File: src/rtl/npx_decoder_cfg.svh
// Register offsets, field positions and reset values of the escape decoder.
// Assumes inclusion by bare name; definitions only.
`ifndef NPX_DECODER_CFG_SVH
`define NPX_DECODER_CFG_SVH

// Instruction word layout: first byte in bits 15:8, second byte in 7:0
`define COPRO_TAG_VAL      5'h1b
`define COPRO_TAG_HI       15
`define COPRO_TAG_LO       11
`define REG_FORM_KIND      2'h3

// Register byte offsets
`define OFS_CTRL           8'h00
`define OFS_STATUS         8'h04
`define OFS_DECODE         8'h08
`define OFS_OFFSET         8'h0c
`define OFS_COUNTS         8'h10

// CTRL fields
`define CTRL_ENABLE_BIT    0
`define CTRL_CLR_CNT_BIT   1
`define CTRL_RESET_VAL     2'h1

// STATUS fields
`define STAT_BUSY_BIT      0
`define STAT_VALID_BIT     1
`define STAT_REJECT_BIT    2
`define STAT_CKM_BIT       3
`define STAT_SHORT_BIT     4

`endif

File: src/rtl/npx_decoder_pkg.sv
// Types shared by the escape decoder and its helpers.
// Assumes nothing of its surroundings.
package npx_decoder_pkg;

    // Memory operand type selected by the operand_format field
    typedef enum logic [1:0]
    {
        FMT_REAL32  = 2'h0,
        FMT_INT32   = 2'h1,
        FMT_REAL64  = 2'h2,
        FMT_INT16   = 2'h3
    } operand_format_t;

    // One decoded instruction, 26 bits
    typedef struct packed
    {
        logic            tag_ok;
        logic            reg_form;
        operand_format_t operand_format;
        logic            target_slot;
        logic            reversed;
        logic            source_first;
        logic            pop_after;
        logic [2:0]      opcode_upper;
        logic [2:0]      opcode_lower;
        logic [2:0]      stack_slot;
        logic [1:0]      addressing_kind;
        logic [2:0]      reg_mem;
        logic [1:0]      offset_len;
        logic            base_index;
        logic            sub_div;
    } decoded_t;

endpackage

File: src/rtl/strobe_sync.sv
// Two-flop synchroniser for one asynchronous active-low strobe, with a
// falling-edge pulse taken from the settled stage only.
// Assumes one clock and an active-low asynchronous reset.
`timescale 1ns/100ps
module strobe_sync
(
    input  wire logic i_clk,
    input  wire logic i_arst_n,
    input  wire logic i_strobe_n,
    output logic      o_active,
    output logic      o_start
);
    logic meta_n;
    logic stable_n;
    logic prev_n;

    // First stage feeds only the second; idle level is high
    always_ff @(posedge i_clk or negedge i_arst_n)
    begin
        if (!i_arst_n)
        begin
            meta_n   <= 1'b1;
            stable_n <= 1'b1;
            prev_n   <= 1'b1;
        end
        else
        begin
            meta_n   <= i_strobe_n;
            stable_n <= meta_n;
            prev_n   <= stable_n;
        end
    end

    assign o_active = ~stable_n;
    assign o_start  = prev_n & ~stable_n;
endmodule

File: src/rtl/address_mode_decode.sv
// Host-style addressing decode: offset length and base-plus-index use,
// from the addressing_kind and register/memory fields (16-bit addressing).
// Assumes it is purely combinational.
`timescale 1ns/100ps
module address_mode_decode
(
    input  wire logic [1:0] i_addressing_kind,
    input  wire logic [2:0] i_reg_mem,
    output logic [1:0]      o_offset_len,
    output logic            o_base_index
);
    // Kind 00 with r/m 110 is direct address with a two-byte offset
    always_comb
    begin
        case (i_addressing_kind)
            2'h0:    o_offset_len = (i_reg_mem == 3'h6) ? 2'h2 : 2'h0;
            2'h1:    o_offset_len = 2'h1;
            2'h2:    o_offset_len = 2'h2;
            default: o_offset_len = 2'h0;
        endcase
    end

    // r/m 000..011 name a base and an index register
    assign o_base_index = (i_addressing_kind != 2'h3) && !i_reg_mem[2];
endmodule

File: src/rtl/escape_instruction_decoder.sv
// Escape-class instruction decoder of the numeric coprocessor.
// Assumes i_clk at 250 MHz; host strobes and reset arrive asynchronously;
// host data is stable while its strobe is active.
`timescale 1ns/100ps
`include "npx_decoder_cfg.svh"
module escape_instruction_decoder
    import npx_decoder_pkg::*;
#(
    parameter int ADDR_W = 8,
    parameter int CNT_W  = 16
)
(
    input  wire logic              i_clk,
    input  wire logic              i_arst_n,
    input  wire logic              i_clock_mode_select,
    input  wire logic              i_coprocessor_write_strobe_n,
    input  wire logic              i_coprocessor_read_strobe_n,
    input  wire logic [15:0]       i_host_data,
    input  wire logic              i_host_two_bytes,
    output logic [15:0]            o_host_data,
    output logic                   o_host_data_oe,
    output decoded_t               o_decoded,
    output logic [15:0]            o_offset,
    output logic                   o_decode_valid,
    output logic                   o_reject,
    output logic                   o_busy,
    input  wire logic [ADDR_W-1:0] i_addr,
    input  wire logic [31:0]       i_wdata,
    input  wire logic              i_wr,
    input  wire logic              i_rd,
    output logic [31:0]            o_rdata
);
    // Refuse shapes the register map and counters cannot serve
    // Checked at elaboration, so a bad instance never reaches a run
    if (ADDR_W < 5 || CNT_W < 1 || CNT_W > 16)
    begin : g_bad_shape
        $error("escape_instruction_decoder: unsupported ADDR_W or CNT_W");
    end

    typedef enum logic [0:0]
    {
        ST_OPCODE,
        ST_OFFSET
    } phase_t;

    phase_t     phase;
    phase_t     next_phase;
    logic       rst_meta_n;
    logic       rst_n;
    logic       wr_active;
    logic       wr_start;
    logic       rd_active;
    logic       rd_start;
    logic [1:0] ctrl;
    logic       valid_seen;
    logic       reject_seen;
    logic       short_seen;
    logic [CNT_W-1:0] accept_cnt;
    logic [CNT_W-1:0] reject_cnt;
    logic [1:0] pend_len;
    decoded_t   next_decoded;
    logic [1:0] word_offset_len;
    logic       word_base_index;
    logic       tag_hit;
    logic       take_opcode;
    logic       take_offset;
    logic       bad_word;
    logic       clr_cnt;

    // Reset release is synchronised; assertion stays asynchronous
    always_ff @(posedge i_clk or negedge i_arst_n)
    begin
        if (!i_arst_n)
        begin
            rst_meta_n <= 1'b0;
            rst_n      <= 1'b0;
        end
        else
        begin
            rst_meta_n <= 1'b1;
            rst_n      <= rst_meta_n;
        end
    end

    // Host strobes are sampled through two flops each
    strobe_sync u_wr_sync
    (
        .i_clk      (i_clk),
        .i_arst_n   (rst_n),
        .i_strobe_n (i_coprocessor_write_strobe_n),
        .o_active   (wr_active),
        .o_start    (wr_start)
    );

    strobe_sync u_rd_sync
    (
        .i_clk      (i_clk),
        .i_arst_n   (rst_n),
        .i_strobe_n (i_coprocessor_read_strobe_n),
        .o_active   (rd_active),
        .o_start    (rd_start)
    );

    // Offset presence and base-plus-index come from the second byte
    address_mode_decode u_mode
    (
        .i_addressing_kind (i_host_data[7:6]),
        .i_reg_mem         (i_host_data[2:0]),
        .o_offset_len      (word_offset_len),
        .o_base_index      (word_base_index)
    );

    assign tag_hit     = i_host_data[`COPRO_TAG_HI:`COPRO_TAG_LO] == `COPRO_TAG_VAL;
    assign take_opcode = wr_start && (phase == ST_OPCODE) && ctrl[`CTRL_ENABLE_BIT];
    assign take_offset = wr_start && (phase == ST_OFFSET);
    assign bad_word    = !tag_hit || !i_host_two_bytes;
    assign clr_cnt     = i_wr && (i_addr == ADDR_W'(`OFS_CTRL)) && i_wdata[`CTRL_CLR_CNT_BIT];

    // Field extraction of an opcode word
    always_comb
    begin
        next_decoded                 = '0;
        next_decoded.tag_ok          = tag_hit;
        next_decoded.reg_form        = i_host_data[7:6] == `REG_FORM_KIND;
        next_decoded.opcode_upper    = i_host_data[10:8];
        next_decoded.addressing_kind = i_host_data[7:6];
        next_decoded.reg_mem         = i_host_data[2:0];
        next_decoded.stack_slot      = i_host_data[2:0];
        next_decoded.opcode_lower    = i_host_data[5:3];
        // Arithmetic group has bit 8 clear; lower codes 1xx are subtract/divide
        next_decoded.sub_div         = !i_host_data[8] && i_host_data[5];
        if (next_decoded.sub_div)
        begin
            next_decoded.reversed     = i_host_data[3];
            next_decoded.opcode_lower = {i_host_data[5:4], 1'b0};
        end
        if (next_decoded.reg_form)
        begin
            next_decoded.target_slot  = i_host_data[10];
            next_decoded.pop_after    = i_host_data[9];
            next_decoded.offset_len   = 2'h0;
            next_decoded.base_index   = 1'b0;
        end
        else
        begin
            next_decoded.operand_format = operand_format_t'(i_host_data[10:9]);
            next_decoded.opcode_upper   = {2'h0, i_host_data[8]};
            next_decoded.offset_len     = word_offset_len;
            next_decoded.base_index     = word_base_index;
        end
        // Memory forms keep the stack top as destination
        next_decoded.source_first = next_decoded.reversed ^ next_decoded.target_slot;
    end

    // Phase: wait for the offset word when the addressing fields ask for one
    always_comb
    begin
        next_phase = phase;
        case (phase)
            ST_OPCODE:
            begin
                if (take_opcode && !bad_word && next_decoded.offset_len != 2'h0)
                    next_phase = ST_OFFSET;
            end
            ST_OFFSET:
            begin
                if (take_offset)
                    next_phase = ST_OPCODE;
            end
            default: next_phase = ST_OPCODE;
        endcase
    end

    always_ff @(posedge i_clk or negedge rst_n)
    begin
        if (!rst_n)
            phase <= ST_OPCODE;
        else
            phase <= next_phase;
    end

    // Decoded fields are held until the next accepted opcode
    always_ff @(posedge i_clk or negedge rst_n)
    begin
        if (!rst_n)
        begin
            o_decoded <= '0;
            pend_len  <= 2'h0;
        end
        else if (take_opcode && !bad_word)
        begin
            o_decoded <= next_decoded;
            pend_len  <= next_decoded.offset_len;
        end
    end

    // Offset word: one byte is sign-extended, two bytes taken whole
    always_ff @(posedge i_clk or negedge rst_n)
    begin
        if (!rst_n)
            o_offset <= 16'h0000;
        else if (take_opcode && !bad_word)
            o_offset <= 16'h0000;
        else if (take_offset)
            o_offset <= (pend_len == 2'h1) ? {{8{i_host_data[7]}}, i_host_data[7:0]}
                                           : i_host_data;
    end

    // Completion and refusal pulses, one cycle each
    always_ff @(posedge i_clk or negedge rst_n)
    begin
        if (!rst_n)
        begin
            o_decode_valid <= 1'b0;
            o_reject       <= 1'b0;
        end
        else
        begin
            o_decode_valid <= (take_opcode && !bad_word && next_decoded.offset_len == 2'h0)
                              || take_offset;
            o_reject       <= take_opcode && bad_word;
        end
    end

    // Busy from the first strobe edge of an instruction until the write strobe of its last word is released
    always_ff @(posedge i_clk or negedge rst_n)
    begin
        if (!rst_n)
            o_busy <= 1'b0;
        else
            o_busy <= (next_phase == ST_OFFSET) || (wr_active && ctrl[`CTRL_ENABLE_BIT]);
    end

    // Host read returns the low half of the decoded word while its strobe stands
    always_ff @(posedge i_clk or negedge rst_n)
    begin
        if (!rst_n)
        begin
            o_host_data    <= 16'h0000;
            o_host_data_oe <= 1'b0;
        end
        else
        begin
            if (rd_start)
                o_host_data <= o_decoded[15:0];
            o_host_data_oe <= rd_active;
        end
    end

    // Control register; the counter clear bit is a command, not stored
    always_ff @(posedge i_clk or negedge rst_n)
    begin
        if (!rst_n)
            ctrl <= `CTRL_RESET_VAL;
        else if (i_wr && i_addr == ADDR_W'(`OFS_CTRL))
            ctrl <= {1'b0, i_wdata[`CTRL_ENABLE_BIT]};
    end

    // Sticky flags: a new event in the clearing cycle wins over the clear
    always_ff @(posedge i_clk or negedge rst_n)
    begin
        if (!rst_n)
        begin
            valid_seen  <= 1'b0;
            reject_seen <= 1'b0;
            short_seen  <= 1'b0;
        end
        else
        begin
            if (o_decode_valid)
                valid_seen <= 1'b1;
            else if (i_wr && i_addr == ADDR_W'(`OFS_STATUS) && i_wdata[`STAT_VALID_BIT])
                valid_seen <= 1'b0;
            if (o_reject)
                reject_seen <= 1'b1;
            else if (i_wr && i_addr == ADDR_W'(`OFS_STATUS) && i_wdata[`STAT_REJECT_BIT])
                reject_seen <= 1'b0;
            if (take_opcode && tag_hit && !i_host_two_bytes)
                short_seen <= 1'b1;
            else if (i_wr && i_addr == ADDR_W'(`OFS_STATUS) && i_wdata[`STAT_SHORT_BIT])
                short_seen <= 1'b0;
        end
    end

    // Instruction counters saturate rather than wrap, so a long run stays readable
    always_ff @(posedge i_clk or negedge rst_n)
    begin
        if (!rst_n)
        begin
            accept_cnt <= '0;
            reject_cnt <= '0;
        end
        else
        begin
            if (o_decode_valid && !(&accept_cnt))
                accept_cnt <= accept_cnt + 1'b1;
            else if (clr_cnt)
                accept_cnt <= '0;
            if (o_reject && !(&reject_cnt))
                reject_cnt <= reject_cnt + 1'b1;
            else if (clr_cnt)
                reject_cnt <= '0;
        end
    end

    // Read data stands in the cycle after the read strobe only
    always_ff @(posedge i_clk or negedge rst_n)
    begin
        if (!rst_n)
            o_rdata <= 32'h0000_0000;
        else if (!i_rd)
            o_rdata <= 32'h0000_0000;
        else
        begin
            case (i_addr)
                ADDR_W'(`OFS_CTRL):   o_rdata <= {31'h0, ctrl[`CTRL_ENABLE_BIT]};
                ADDR_W'(`OFS_STATUS): o_rdata <= {27'h0, short_seen, i_clock_mode_select,
                                                  reject_seen, valid_seen, o_busy};
                ADDR_W'(`OFS_DECODE): o_rdata <= {6'h0, o_decoded};
                ADDR_W'(`OFS_OFFSET): o_rdata <= {16'h0, o_offset};
                ADDR_W'(`OFS_COUNTS): o_rdata <= {16'(reject_cnt), 16'(accept_cnt)};
                default:              o_rdata <= 32'h0000_0000;
            endcase
        end
    end
endmodule

File: config.mk
export PLATFORM = sky130hd
export DESIGN_NAME = escape_instruction_decoder
export DESIGN_NICKNAME = d
export VERILOG_FILES = /design/src/rtl/npx_decoder_pkg.sv /design/src/rtl/strobe_sync.sv /design/src/rtl/address_mode_decode.sv /design/src/rtl/escape_instruction_decoder.sv
export VERILOG_INCLUDE_DIRS = /design/src /design/src/rtl
export SDC_FILE = /design/constraint.sdc
export NUM_CORES = 1
export LEC_CHECK = 0
export ABC_AREA = 1
export ABC_CLOCK_PERIOD_IN_PS = 4600
export BUFFER_PORTS_ARGS = -buffer_cell sky130_fd_sc_hd__clkbuf_2
export CORE_UTILIZATION = 53
export CTS_CLUSTER_DIAMETER = 150
export CTS_CLUSTER_SIZE = 10
export DETAILED_ROUTE_END_ITERATION = 8
export MAX_ROUTING_LAYER = met4
export PLACE_DENSITY = 0.8
export SLEW_MARGIN = 20
export SYNTH_ARGS = -nofsm -noshare
export SYNTH_HDL_FRONTEND = slang
export SYNTH_SLANG_ARGS = --single-unit
File: constraint.sdc
create_clock -name i_clk -period 4.6 [get_ports i_clk]
set_input_delay 0.92 -clock i_clk [delete_from_list [all_inputs] [get_ports i_clk]]
set_output_delay 0.92 -clock i_clk [all_outputs]
set_load 0.1 [all_outputs]
==> Word-level counts from Yosys, hierarchy flattened <==
Index checks and enable logic that the tools add are counted.
{ "classes": {"addsub": 2, "n_eq_ne": 11, "mux": 26, "bitwise": 6, "n_reduce_logical": 42} }
{ "op_table": {"columns": ["op", "n"], "rows": [
  ["$pmux W32 S5", 1],
  ["$mux W16", 6],
  ["$add A16 B1 Y16 const B", 2],
  ["$mux W32", 1],
  ["$reduce_and A16 Y1", 2],
  ["$logic_and A1 B1 Y1", 20],
  ["$eq A8 B4 Y1 const B", 2],
  ["$reduce_bool A2 Y1", 7],
  ["$mux W1", 12],
  ["$eq A8 B3 Y1 const B", 1],
  ["$eq A8 B5 Y1 const B", 1],
  ["$logic_not A8 Y1", 1],
  ["$logic_not A1 Y1", 7],
  ["$mux W3", 2],
  ["$pmux W2 S3", 1],
  ["$eq A5 B5 Y1 const B", 1],
  ["$eq A2 B1 Y1 const B", 2],
  ["$eq A2 B2 Y1 const B", 2],
  ["$logic_not A2 Y1", 2],
  ["$mux W2", 2],
  ["$eq A3 B3 Y1 const B", 1],
  ["$logic_or A1 B1 Y1", 3],
  ["$not A1 Y1", 3],
  ["$and A1 B1 Y1", 2],
  ["3 further kinds", 3]
]} }
{ "word_totals": {"reg_bits": 136, "input_bits": 64, "out_inout_bits": 94, "word_cells": 123} }

==> Depth between registers and ports, before layout <==
Gate-level depths: netlist (run 1).
{ "logic_depth": {"word_depth": 9, "ltp_mapped": 10, "mapped_depth_nobuf": 9} }

==> Modules after synthesis <==
From an unflattened synthesis (run 1), not the netlist that was laid out.
{ "unflattened": {"hier_cells": 766, "area_unflattened_um2": 6258.5} }
{ "modules_own_cells": {"columns": ["mod", "instances", "cells_each", "area_per_inst_um2"], "rows": [
  ["escape_instruction_decoder", 1, 745, 6034.5],
  ["strobe_sync", 2, 6, 92.6],
  ["address_mode_decode", 1, 9, 38.8]
]} }

==> Worst setup path after synthesis (run 1) <==
OpenSTA, ideal clock, no wires.
{ "synth_timing": {"kind": "flip-flop to output port", "start": "register o_decoded[16] (netlist name)", "end": "output o_decoded[18] (netlist name)", "arrival_ps": 1356, "t_required_ps": 3680, "slack_ps": 2324, "stages_incl_launch_ff": 2, "n_path_buf": 1, "cell_sequence": "dfrtp_1 buf_4"} }
{ "synth_rtl": {"columns": ["element", "line", "rtl"], "rows": [
  ["to (decl)", "escape_instruction_decoder.sv:22", "output decoded_t o_decoded,"]
]} }

==> Worst setup path in the final report (run 1) <==
{ "layout_timing": {"start": "input i_host_data[11]", "end": "register o_busy"} }
{ "layout_via": {"elab_chain_len": 9} }
{ "layout_rtl": {"columns": ["element", "line", "rtl"], "rows": [
  ["from (decl)", "escape_instruction_decoder.sv:18", "input wire logic [15:0] i_host_data,"],
  ["$eq A5 B5 Y1 (no source line)", null, null],
  ["$logic_not A1 Y1", "escape_instruction_decoder.sv:116", "assign bad_word = !tag_hit || !i_host_two_bytes;"],
  ["$logic_or A1 B1 Y1", "escape_instruction_decoder.sv:116", null],
  ["$logic_not A1 Y1", "escape_instruction_decoder.sv:162", "if (take_opcode && !bad_word && next_decoded.offset_len != 2'h0)"],
  ["$logic_and A1 B1 Y1 (2 in series)", "escape_instruction_decoder.sv:162", null],
  ["$mux W1", "escape_instruction_decoder.sv:162", null],
  ["$pmux W1 S2", "escape_instruction_decoder.sv:159", "case (phase)"],
  ["$logic_or A1 B1 Y1", "escape_instruction_decoder.sv:231", "o_busy <= (next_phase == ST_OFFSET) || (wr_active && ctrl[`CTRL_ENABLE_BIT]);"],
  ["to (signal assigned)", "escape_instruction_decoder.sv:231", null],
  ["to (decl)", "escape_instruction_decoder.sv:26", "output logic o_busy,"]
]} }
Every way passes these cells.
A chain may end at the register's enable or synchronous reset.

==> results.sh, run 1 <==
export IMPL_status="finished clean"
export IMPL_antenna_found_initial=0
export IMPL_final_common_cell="nand2_1"
export IMPL_grt_pass1_vias=5326
export IMPL_num_io_pins=158
export IMPL_antennaDiodeCount=0
export IMPL_vias=5628
export IMPL_fmax_mhz=414
export IMPL_synth_nets=854
export IMPL_critPathLaunchType="input port"
export IMPL_netlist_instances=788
export IMPL_clkLatencyLatePin_ns=0.43
export IMPL_h_tree_depth=4
export IMPL_drcViolationCount=0
export IMPL_required_ns=4.96
export IMPL_cts_resized=0
export IMPL_hold_viol_final=0
export IMPL_layout_common_cells="nand2_1, clkbuf_2, dfrtp_1"
export IMPL_postCtsHoldBufs=0
export IMPL_die_area_um2=12200
export IMPL_place_gp_congestion=0.923
export IMPL_worst_slack_ns=2.19
export IMPL_grt_ovfl_total=0
export IMPL_powerDensity_nw_per_um2=440
export IMPL_drt_pass1_iter_count=5
export IMPL_max_cap_viol_count=0
export IMPL_setup_viol=0
export IMPL_clk_pin_slew_ns=0.06
export IMPL_period_needed_ns=2.41
export IMPL_seq_area_frac_synth=0.527
export IMPL_nets=973
export IMPL_cts_setup_buffers=0
export IMPL_hold_class="input port to async pin"
export IMPL_cts_made_buffers=17
export IMPL_die_w_um=111
export IMPL_crit_arrival_ns=2.78
export IMPL_ys_types=32
export IMPL_core_um2=11500
export IMPL_fin_crit_sh=0.525
export IMPL_endpoint_kind="register"
export IMPL_slew_limit_headroom=0.464
export IMPL_syn_avg_cell_area_um2=7.92
export IMPL_synthAdderAreaFrac=0.00401
export IMPL_antenna_left=0
export IMPL_ys_ff_latch=131
export IMPL_vias_per_cell=5.29
export IMPL_tritoncts="done"
export IMPL_cts_root_buf="clkbuf_16"
export IMPL_avgRoutedWirePerCell_um=15.1
export IMPL_fin_tns_setup_ns=0
export IMPL_synth_xor_area_frac=0.00982
export IMPL_netlist_area_um2=6240
export IMPL_fin_skew_ns=0.00778
export IMPL_hpwl_um=11400
export IMPL_cts_path_max_buffers=2
export IMPL_stdcell_area_um2=7470
export IMPL_worstSetupPathType="input port to register"
export IMPL_rows=39
export IMPL_drv_slew=0
export IMPL_dpl_cell_area_um2=6920
export IMPL_drt_total_wl_um=16000
export IMPL_synthSimpleGateAreaFrac=0.290
export IMPL_tightest_slew_ns=0.803
export IMPL_drtIter0Drc=436
export IMPL_rsz0062_at_grt="false"
export IMPL_synth_top_family_by_area="simple AND/OR/NAND/NOR gates"
export IMPL_leakage_nw=4.24
export IMPL_portBuffers=129
export IMPL_drive_above_1_share=0.215
export IMPL_initial_core_util=0.544
export IMPL_synth_compound_area_frac=0.0782
export IMPL_areaGrowthSynthToFinish_pct=19.7
export IMPL_grt_max_degree=58
export IMPL_cp_max_fo=44
export IMPL_grt_pass1_wl_um=26200
export IMPL_muxShareOfSynthArea=0.00361
export IMPL_vdd_drop_max_mv=0.372
export IMPL_cts_sinks=131
export IMPL_die_height_um=111
export IMPL_dpl_worst_slack_ns=1.80
export IMPL_grtUsageTotal=0.285
export IMPL_yosysWarnings=0
==> final cells by class <==
class | instances | area, um2
fill | 986 | 3990
sequential | 131 | 3290
multi-input combinational | 528 | 2410
timing repair buffer | 133 | 676
clock buffer | 20 | 447
inverter | 96 | 360
tap | 143 | 179
clock inverter | 12 | 110
==> critical path: stages <==
cell and delay, ns:
clkbuf_2 0.08, nand2_1 0.05, nor2_1 0.08, nand3_1 0.12
inv_1 0.11, nand3_2 0.61, inv_2 0.55, nand2_1 0.14
nand3_1 0.10
==> synth_stat cells <==
cell type,n,area (um2)
and3_1,1,6.26
dfstp_2,7,184
nand3_2,1,10.0
buf_2,8,40.0
inv_1,93,349
o211ai_1,8,60.1
nor3_1,8,40.0
a21oi_1,17,85.1
o21ai_0,54,270
nor2_8,3,60.1
nand4_1,1,6.26
inv_2,3,11.3
or2_2,6,37.5
buf_4,9,67.6
nor2_4,3,33.8
nand2_1,276,1040
conb_1,1,3.75
nor2_1,47,176
nand3_1,66,330
nor3_2,1,10.0
clkbuf_1,14,52.6
nand2_2,2,12.5
ha_1,2,25.0
xnor2_1,2,17.5
nor2_2,6,37.5
o21bai_1,1,7.51
nand3b_1,2,15.0
mux2_2,2,22.5
o21ai_1,13,65.1
buf_6,2,22.5
dfrtp_1,124,3100
xor2_1,5,43.8
==> per-layer routing <==
metal	track usage	part of all wire
met1	0.358	0.42
met2	0.441	0.48
met3	0.0675	0.074
met4	0.126	0.032
met5	-	0
==> metrics by stage <==
step / instances / hold WS, ns / power [mW] / utilization
2_1_floorplan: 788 / 0.331 / 1.89 / -
4_1_cts: 1063 / 0.255 / 3.30 / 0.652
6_report: 1063 / 0.261 / 3.29 / 0.652
3_3_place_gp: 1031 / 0.307 / 2.01 / 0.603
5_1_grt: 1063 / 0.254 / 3.44 / 0.652
3_5_place_dp: 1031 / 0.307 / 2.03 / 0.603
==> cell families after synthesis <==
kind of cell,Yosys count
buf+inv,129
other cells,1
mux,2
compound gates,93
flops,131
simple gates,423
xor+xnor,7
fa+ha+maj,2
==> report_power, final <==
part	internal, mW	switching, mW
logic	0.186	0.495
clock network	0.755	0.517
registers	1.24	0.103
total	2.18	1.12
==> flip-flops by register name (all words and copies together) (netlist names), 2 cells and up <==
signal       count
pend_len         2
o_offset        16
o_host_data     13
accept_cnt      16
reject_cnt      16
o_decoded       19
o_rdata         32
==> worst paths after layout <==
kind	slack, ns	start	end	cells past startpoint
min in group i_clk	0.35	rst_meta_n	rst_n	0
max in group asynchronous	3.18	rst_n	accept_cnt[15]	1
hold / removal	0.26	i_arst_n	rst_n	1
setup / recovery	2.19	i_host_data[11]	o_busy	9
hold reg to reg	0.29	rst_n	o_host_data[7]	0
setup reg to reg	2.23	ctrl[0]	o_busy	6
Power figures use the tool's default switching activity.
==> run 2: changes to the inputs <==
--- a/config.mk
+++ b/config.mk
@@ -7,14 +7,14 @@
 export NUM_CORES = 1
 export LEC_CHECK = 0
 export ABC_AREA = 1
-export ABC_CLOCK_PERIOD_IN_PS = 4600
+export ABC_CLOCK_PERIOD_IN_PS = 2050
 export BUFFER_PORTS_ARGS = -buffer_cell sky130_fd_sc_hd__clkbuf_2
-export CORE_UTILIZATION = 53
+export CORE_UTILIZATION = 48
 export CTS_CLUSTER_DIAMETER = 150
 export CTS_CLUSTER_SIZE = 10
 export DETAILED_ROUTE_END_ITERATION = 8
 export MAX_ROUTING_LAYER = met4
-export PLACE_DENSITY = 0.8
+export PLACE_DENSITY = 0.76
 export SLEW_MARGIN = 20
 export SYNTH_ARGS = -nofsm -noshare
 export SYNTH_HDL_FRONTEND = slang
==> constraint.sdc (replaced) <==
create_clock -name i_clk -period 2.05 [get_ports i_clk]
set_input_delay 0.41 -clock i_clk [delete_from_list [all_inputs] [get_ports i_clk]]
set_output_delay 0.41 -clock i_clk [all_outputs]
set_load 0.1 [all_outputs]
==> run 2 against run 1 <==
Sequential power is 120% higher. Core utilization is 4.7 points lower. First-iteration DRC count is 0.23% higher. Total power is 130% higher. Critical path type is now register to primary output. Largest power group unchanged. Highest routed layer unchanged.
==> results.sh, run 2 (synthesis gave the netlist of run 1 again) <==
export IMPL_worstSetupPathType="register to primary output"
export IMPL_cts_root_buf="clkbuf_16"
export IMPL_grt_ovfl_total=0
export IMPL_layout_common_cells="nand2_1, clkbuf_2, dfrtp_1"
export IMPL_vias=5489
export IMPL_cp_slowest_cell="clkbuf_2"
export IMPL_max_cap_viol_count=0
export IMPL_crit_family="buffers and inverters"
export IMPL_status="finished clean"
export IMPL_regMostFlops="o_rdata"
export IMPL_critPathLaunchType="register"
export IMPL_fin_crit_sh=0.902
export IMPL_grt_max_degree=69
export IMPL_avgRoutedWirePerCell_um=14.4
export IMPL_path_cells="clkbuf_2"
export IMPL_endpoint_kind="primary output"
export IMPL_slew_limit_headroom=0.522
export IMPL_cts_made_buffers=17
export IMPL_areaGrowthSynthToFinish_pct=22.9
export IMPL_initial_core_util=0.493
export IMPL_dpl_worst_slack_ns=0.340
export IMPL_powerDensity_nw_per_um2=982
export IMPL_crit_buf_inv=1
export IMPL_antenna_left=0
export IMPL_rsz0062_at_grt="false"
export IMPL_cts_sinks=131
export IMPL_die_height_um=116
export IMPL_drt_pass1_iter_count=5
export IMPL_drtIter0Drc=437
export IMPL_fin_skew_ns=0.0133
export IMPL_die_w_um=116
export IMPL_portBuffers=129
export IMPL_die_area_um2=13500
export IMPL_cp_max_fo=9
export IMPL_hold_viol_final=0
export IMPL_final_common_cell="nand2_1"
export IMPL_tritoncts="done"
export IMPL_tightest_slew_ns=0.716
export IMPL_holdWs_ns=0.0707
export IMPL_core_um2=12700
export IMPL_num_io_pins=158
export IMPL_leakage_nw=4.36
export IMPL_max_stage_delay_ns=0.52
export IMPL_antenna_found_initial=0
export IMPL_cts_path_max_buffers=2
export IMPL_h_tree_depth=4
export IMPL_fin_tns_setup_ns=0
export IMPL_drcViolationCount=0
export IMPL_clkLatencyLatePin_ns=0.42
export IMPL_place_gp_congestion=0.921
export IMPL_drv_slew=0
export IMPL_drive_above_1_share=0.225
export IMPL_drt_total_wl_um=15900
export IMPL_clk_pin_slew_ns=0.06
export IMPL_hpwl_um=11600
export IMPL_antennaDiodeCount=0
export IMPL_grt_pass1_wl_um=25600
export IMPL_crit_arrival_ns=1.44
export IMPL_largestRegisters="o_rdata: 32 flops, o_decoded: 19 flops"
export IMPL_setup_viol=0
export IMPL_cts_setup_buffers=0
export IMPL_grt_pass1_vias=5108
export IMPL_vdd_drop_max_mv=0.602
export IMPL_worst_slack_ns=0.202
export IMPL_rows=41
export IMPL_grtUsageTotal=0.263
export IMPL_fmax_mhz=541
export IMPL_nets=986
export IMPL_vias_per_cell=4.97
export IMPL_required_ns=1.64
export IMPL_period_needed_ns=1.85
export IMPL_fillers=1130
export IMPL_largest_register_ffs=32
export IMPL_hold_class="input port to register"
-- run 2: changes by cell type in the layout (fill, tap and decap cells not counted) --
| cell | before | now |
|---|---|---|
| clkinv_4 | 1 | 0 |
| clkinvlp_4 | 7 | 1 |
| clkinv_2 | 2 | 5 |
| bufinv_16 | 1 | 2 |
| dlygate4sd3_1 | 0 | 1 |
| clkbuf_8 | 1 | 4 |
| buf_12 | 0 | 2 |
| buf_4 | 4 | 14 |
-- run 2: power breakdown --
part | internal, mW | total [mW] | switching, mW
Combinational | 0.429 | 1.54 | 1.11
Sequential | 2.77 | 3.00 | 0.224
Clock | 1.91 | 3.00 | 1.09
Total | 5.11 | 7.53 | 2.42
-- run 2: final cells by class --
type / count / area, um2 / share of cell area
clock buffer: 23 / 488 / 0.0636
clock inverter: 9 / 101 / 0.0132
inverter: 96 / 360 / 0.0470
multi-input combinational: 528 / 2410 / 0.315
sequential: 131 / 3290 / 0.429
tap: 172 / 215 / 0.0281
timing repair buffer: 146 / 801 / 0.104
-- run 2: metrics by stage --
stage          instance area (um2)  cells  power, mW  utilization
5_1_grt                       7670   1105       7.89        0.605
3_3_place_gp                  7070   1072       4.53        0.558
6_report                      7670   1105       7.53        0.605
3_5_place_dp                  7070   1072       4.56        0.558
2_1_floorplan                 6250    788       4.24            -
4_1_cts                       7670   1105       7.57        0.605
-- run 2: routing by layer --
layer,part of all wire,up-vias,global-route usage,wire length [um]
li1,-,2717,-,-
met4,0.023,0,0.102,369
met2,0.47,210,0.409,7460
met3,0.064,26,0.0617,1020
met1,0.44,2536,0.333,7030
met5,0,-,-,0
-- run 2: timing repair --
item                                    in CTS  in global routing
hold endpoints to repair                     2                  0
hold buffers                                 1                  0
gates resized for setup                      0                  0
endpoints found under the setup margin       0                  0
-- run 2: path summary, 6_finish.rpt --
check                           slack, ns                   startpoint  cells after the start            endpoint
min in group asynchronous            0.28                        rst_n                      0         pend_len[0]
worst max-delay path                 0.20                  pend_len[1]                      1        o_decoded[3]
worst max register to register       0.32                accept_cnt[0]                      9       accept_cnt[8]
worst min register to register       0.28                        rst_n                      0         pend_len[0]
max in group asynchronous            1.04                        rst_n                      1  u_rd_sync.stable_n
worst min-delay path                 0.07  i_coprocessor_read_strobe_n                      1    u_rd_sync.meta_n
==> run 3: changes to the inputs <==
--- a/config.mk
+++ b/config.mk
@@ -9,6 +9,7 @@
 export ABC_AREA = 1
 export ABC_CLOCK_PERIOD_IN_PS = 2050
 export BUFFER_PORTS_ARGS = -buffer_cell sky130_fd_sc_hd__clkbuf_2
+export CORE_ASPECT_RATIO = 1.1
 export CORE_UTILIZATION = 48
 export CTS_CLUSTER_DIAMETER = 150
 export CTS_CLUSTER_SIZE = 10
==> run 3 against run 2 <==
Flip-flop and latch count stayed put. Clock skew is 0.0076 ns lower. Worst setup slack lost 0.021 ns. Hold slack lost 0.00059 ns. Critical endpoint unchanged. Final cell count decreased by 1.4%.
==> results.sh, run 3 (synthesis gave the netlist of run 1 again) <==
export IMPL_antennaDiodeCount=0
export IMPL_power_mw=7.85
export IMPL_antenna_found_initial=0
export IMPL_status="finished clean"
export IMPL_die_w_um=111
export IMPL_max_stage_delay_ns=0.52
export IMPL_tightest_slew_ns=0.722
export IMPL_grt_ovfl_total=0
export IMPL_powerDensity_nw_per_um2=1020
export IMPL_core_um2=12600
export IMPL_cp_slowest_cell="dfrtp_1"
export IMPL_antenna_left=0
export IMPL_hpwl_um=11800
export IMPL_crit_buf_inv=1
export IMPL_h_tree_depth=4
export IMPL_nets=986
export IMPL_largest_register_ffs=32
export IMPL_hold_class="input port to register"
export IMPL_layout_common_cells="nand2_1, clkbuf_2, dfrtp_1"
export IMPL_leakage_nw=4.37
export IMPL_crit_arrival_ns=1.46
export IMPL_largestRegisters="o_rdata: 32 flops, o_decoded: 19 flops"
export IMPL_hold_depth=1
export IMPL_vdd_drop_max_mv=0.541
export IMPL_avgRoutedWirePerCell_um=14.9
export IMPL_tritoncts="done"
export IMPL_endpoint_kind="primary output"
export IMPL_rows=43
export IMPL_drt_total_wl_um=16300
export IMPL_ff2ff_setup_slack_ns=0.32
export IMPL_regToRegEndpoint="reject_cnt[4]"
export IMPL_grtUsageTotal=0.264
export IMPL_final_common_cell="nand2_1"
export IMPL_crit_family="flip-flops"
export IMPL_clkLatencyLatePin_ns=0.42
export IMPL_areaGrowthSynthToFinish_pct=23.6
export IMPL_path_cells="clkbuf_2"
export IMPL_cp_max_fo=9
export IMPL_drt_pass1_iter_count=5
export IMPL_fin_crit_sh=0.912
export IMPL_setup_viol=0
export IMPL_initial_core_util=0.494
export IMPL_grt_pass1_wl_um=26300
export IMPL_max_cap_viol_count=0
export IMPL_worstSetupPathType="register to primary output"
export IMPL_place_gp_congestion=0.949
export IMPL_use_met3=0.0632
export IMPL_grt_busiest_layer="met2"
export IMPL_grt_pass1_vias=5250
export IMPL_die_height_um=122
export IMPL_hold_viol_final=0
export IMPL_drcViolationCount=0
export IMPL_grtUsageMet1=0.320
export IMPL_grt_max_degree=55
export IMPL_slew_limit_headroom=0.518
export IMPL_fmax_mhz=535
export IMPL_fillers=1094
export IMPL_clk_pin_slew_ns=0.06
export IMPL_num_io_pins=158
export IMPL_cts_root_buf="clkbuf_16"
export IMPL_regMostFlops="o_rdata"
export IMPL_r2r_cells=9
export IMPL_fin_tns_setup_ns=0
export IMPL_required_ns=1.64
export IMPL_die_area_um2=13500
export IMPL_period_needed_ns=1.87
export IMPL_vias=5557
export IMPL_hold_start="i_coprocessor_read_strobe_n"
export IMPL_fin_skew_ns=0.00571
export IMPL_cts_resized=0
export IMPL_drive_above_1_share=0.226
export IMPL_cts_made_buffers=17
export IMPL_cts_sinks=131
export IMPL_drtIter0Drc=337
export IMPL_cts_path_max_buffers=2
export IMPL_vias_per_cell=5.10
export IMPL_grt_util_met2=0.412
export IMPL_drv_slew=0
export IMPL_holdPathEnd="u_rd_sync.meta_n"
export IMPL_rsz0062_at_grt="false"
export IMPL_rr_startpoint="reject_cnt[0]"
export IMPL_portBuffers=129
export IMPL_critPathLaunchType="register"
## run 3: cell types whose count changed in the layout (fill, tap and decap cells not counted), sizes merged
| cell | previous run | this run |
|---|---|---|
| clkbuf | 152 | 150 |
| clkinv | 5 | 2 |
| inv | 97 | 98 |
| bufinv | 2 | 4 |
| clkinvlp | 1 | 3 |
## run 3: timing repair
| action | in CTS | in global routing |
|---|---|---|
| hold endpoints to repair | 2 | 0 |
| setup endpoints to repair | 0 | 0 |
| hold buffers | 1 | 0 |
| setup buffers | 0 | 0 |
## run 3: area by class of cell
type                    count  area (um2)  share of cell area
multi-input cells         528        2410               0.313
repair buffers            146         813               0.105
flip-flops and latches    131        3290               0.426
well taps                 157         196              0.0255
inverters                  96         360              0.0467
clock inverters            11         174              0.0225
clock buffers              21         470              0.0610
## run 3: worst max path at each step
stage	from	cells after the start	end
after global routing	pend_len[1]	1	o_decoded[3]
after detailed placement	reject_cnt[0]	9	reject_cnt[6]
final	pend_len[1]	1	o_decoded[3]
after CTS	pend_len[1]	1	o_decoded[3]
after global placement	i_addr[1]	8	o_rdata[8]
after floorplan	pend_len[0]	8	o_offset[13]
## run 3: where the power goes
| part | total, mW | leakage (nW) | switching (mW) | internal (mW) |
|---|---|---|---|---|
| registers | 3.00 | 1.55 | 0.226 | 2.77 |
| logic | 1.56 | 2.51 | 1.13 | 0.430 |
| clock network | 3.29 | 0.306 | 1.15 | 2.14 |
| total | 7.85 | 4.37 | 2.51 | 5.34 |
## run 3: metal layers
metal	share of wire	up-vias
li1	-	2718
met3	0.061	37
met2	0.47	193
met5	0	-
met1	0.43	2609
met4	0.036	0
## run 3: through the flow
stage               utilization  cell area [um2]  hold slack [ns]  setup slack, ns  instances
floorplan                     -             6250            0.114            0.157        788
global placement          0.559             7060            0.196            0.389       1057
detailed placement        0.559             7060            0.199            0.358       1057
CTS                       0.610             7720           0.0519            0.150       1090
global route              0.610             7720           0.0510            0.133       1090
finish                    0.610             7720           0.0701            0.181       1090
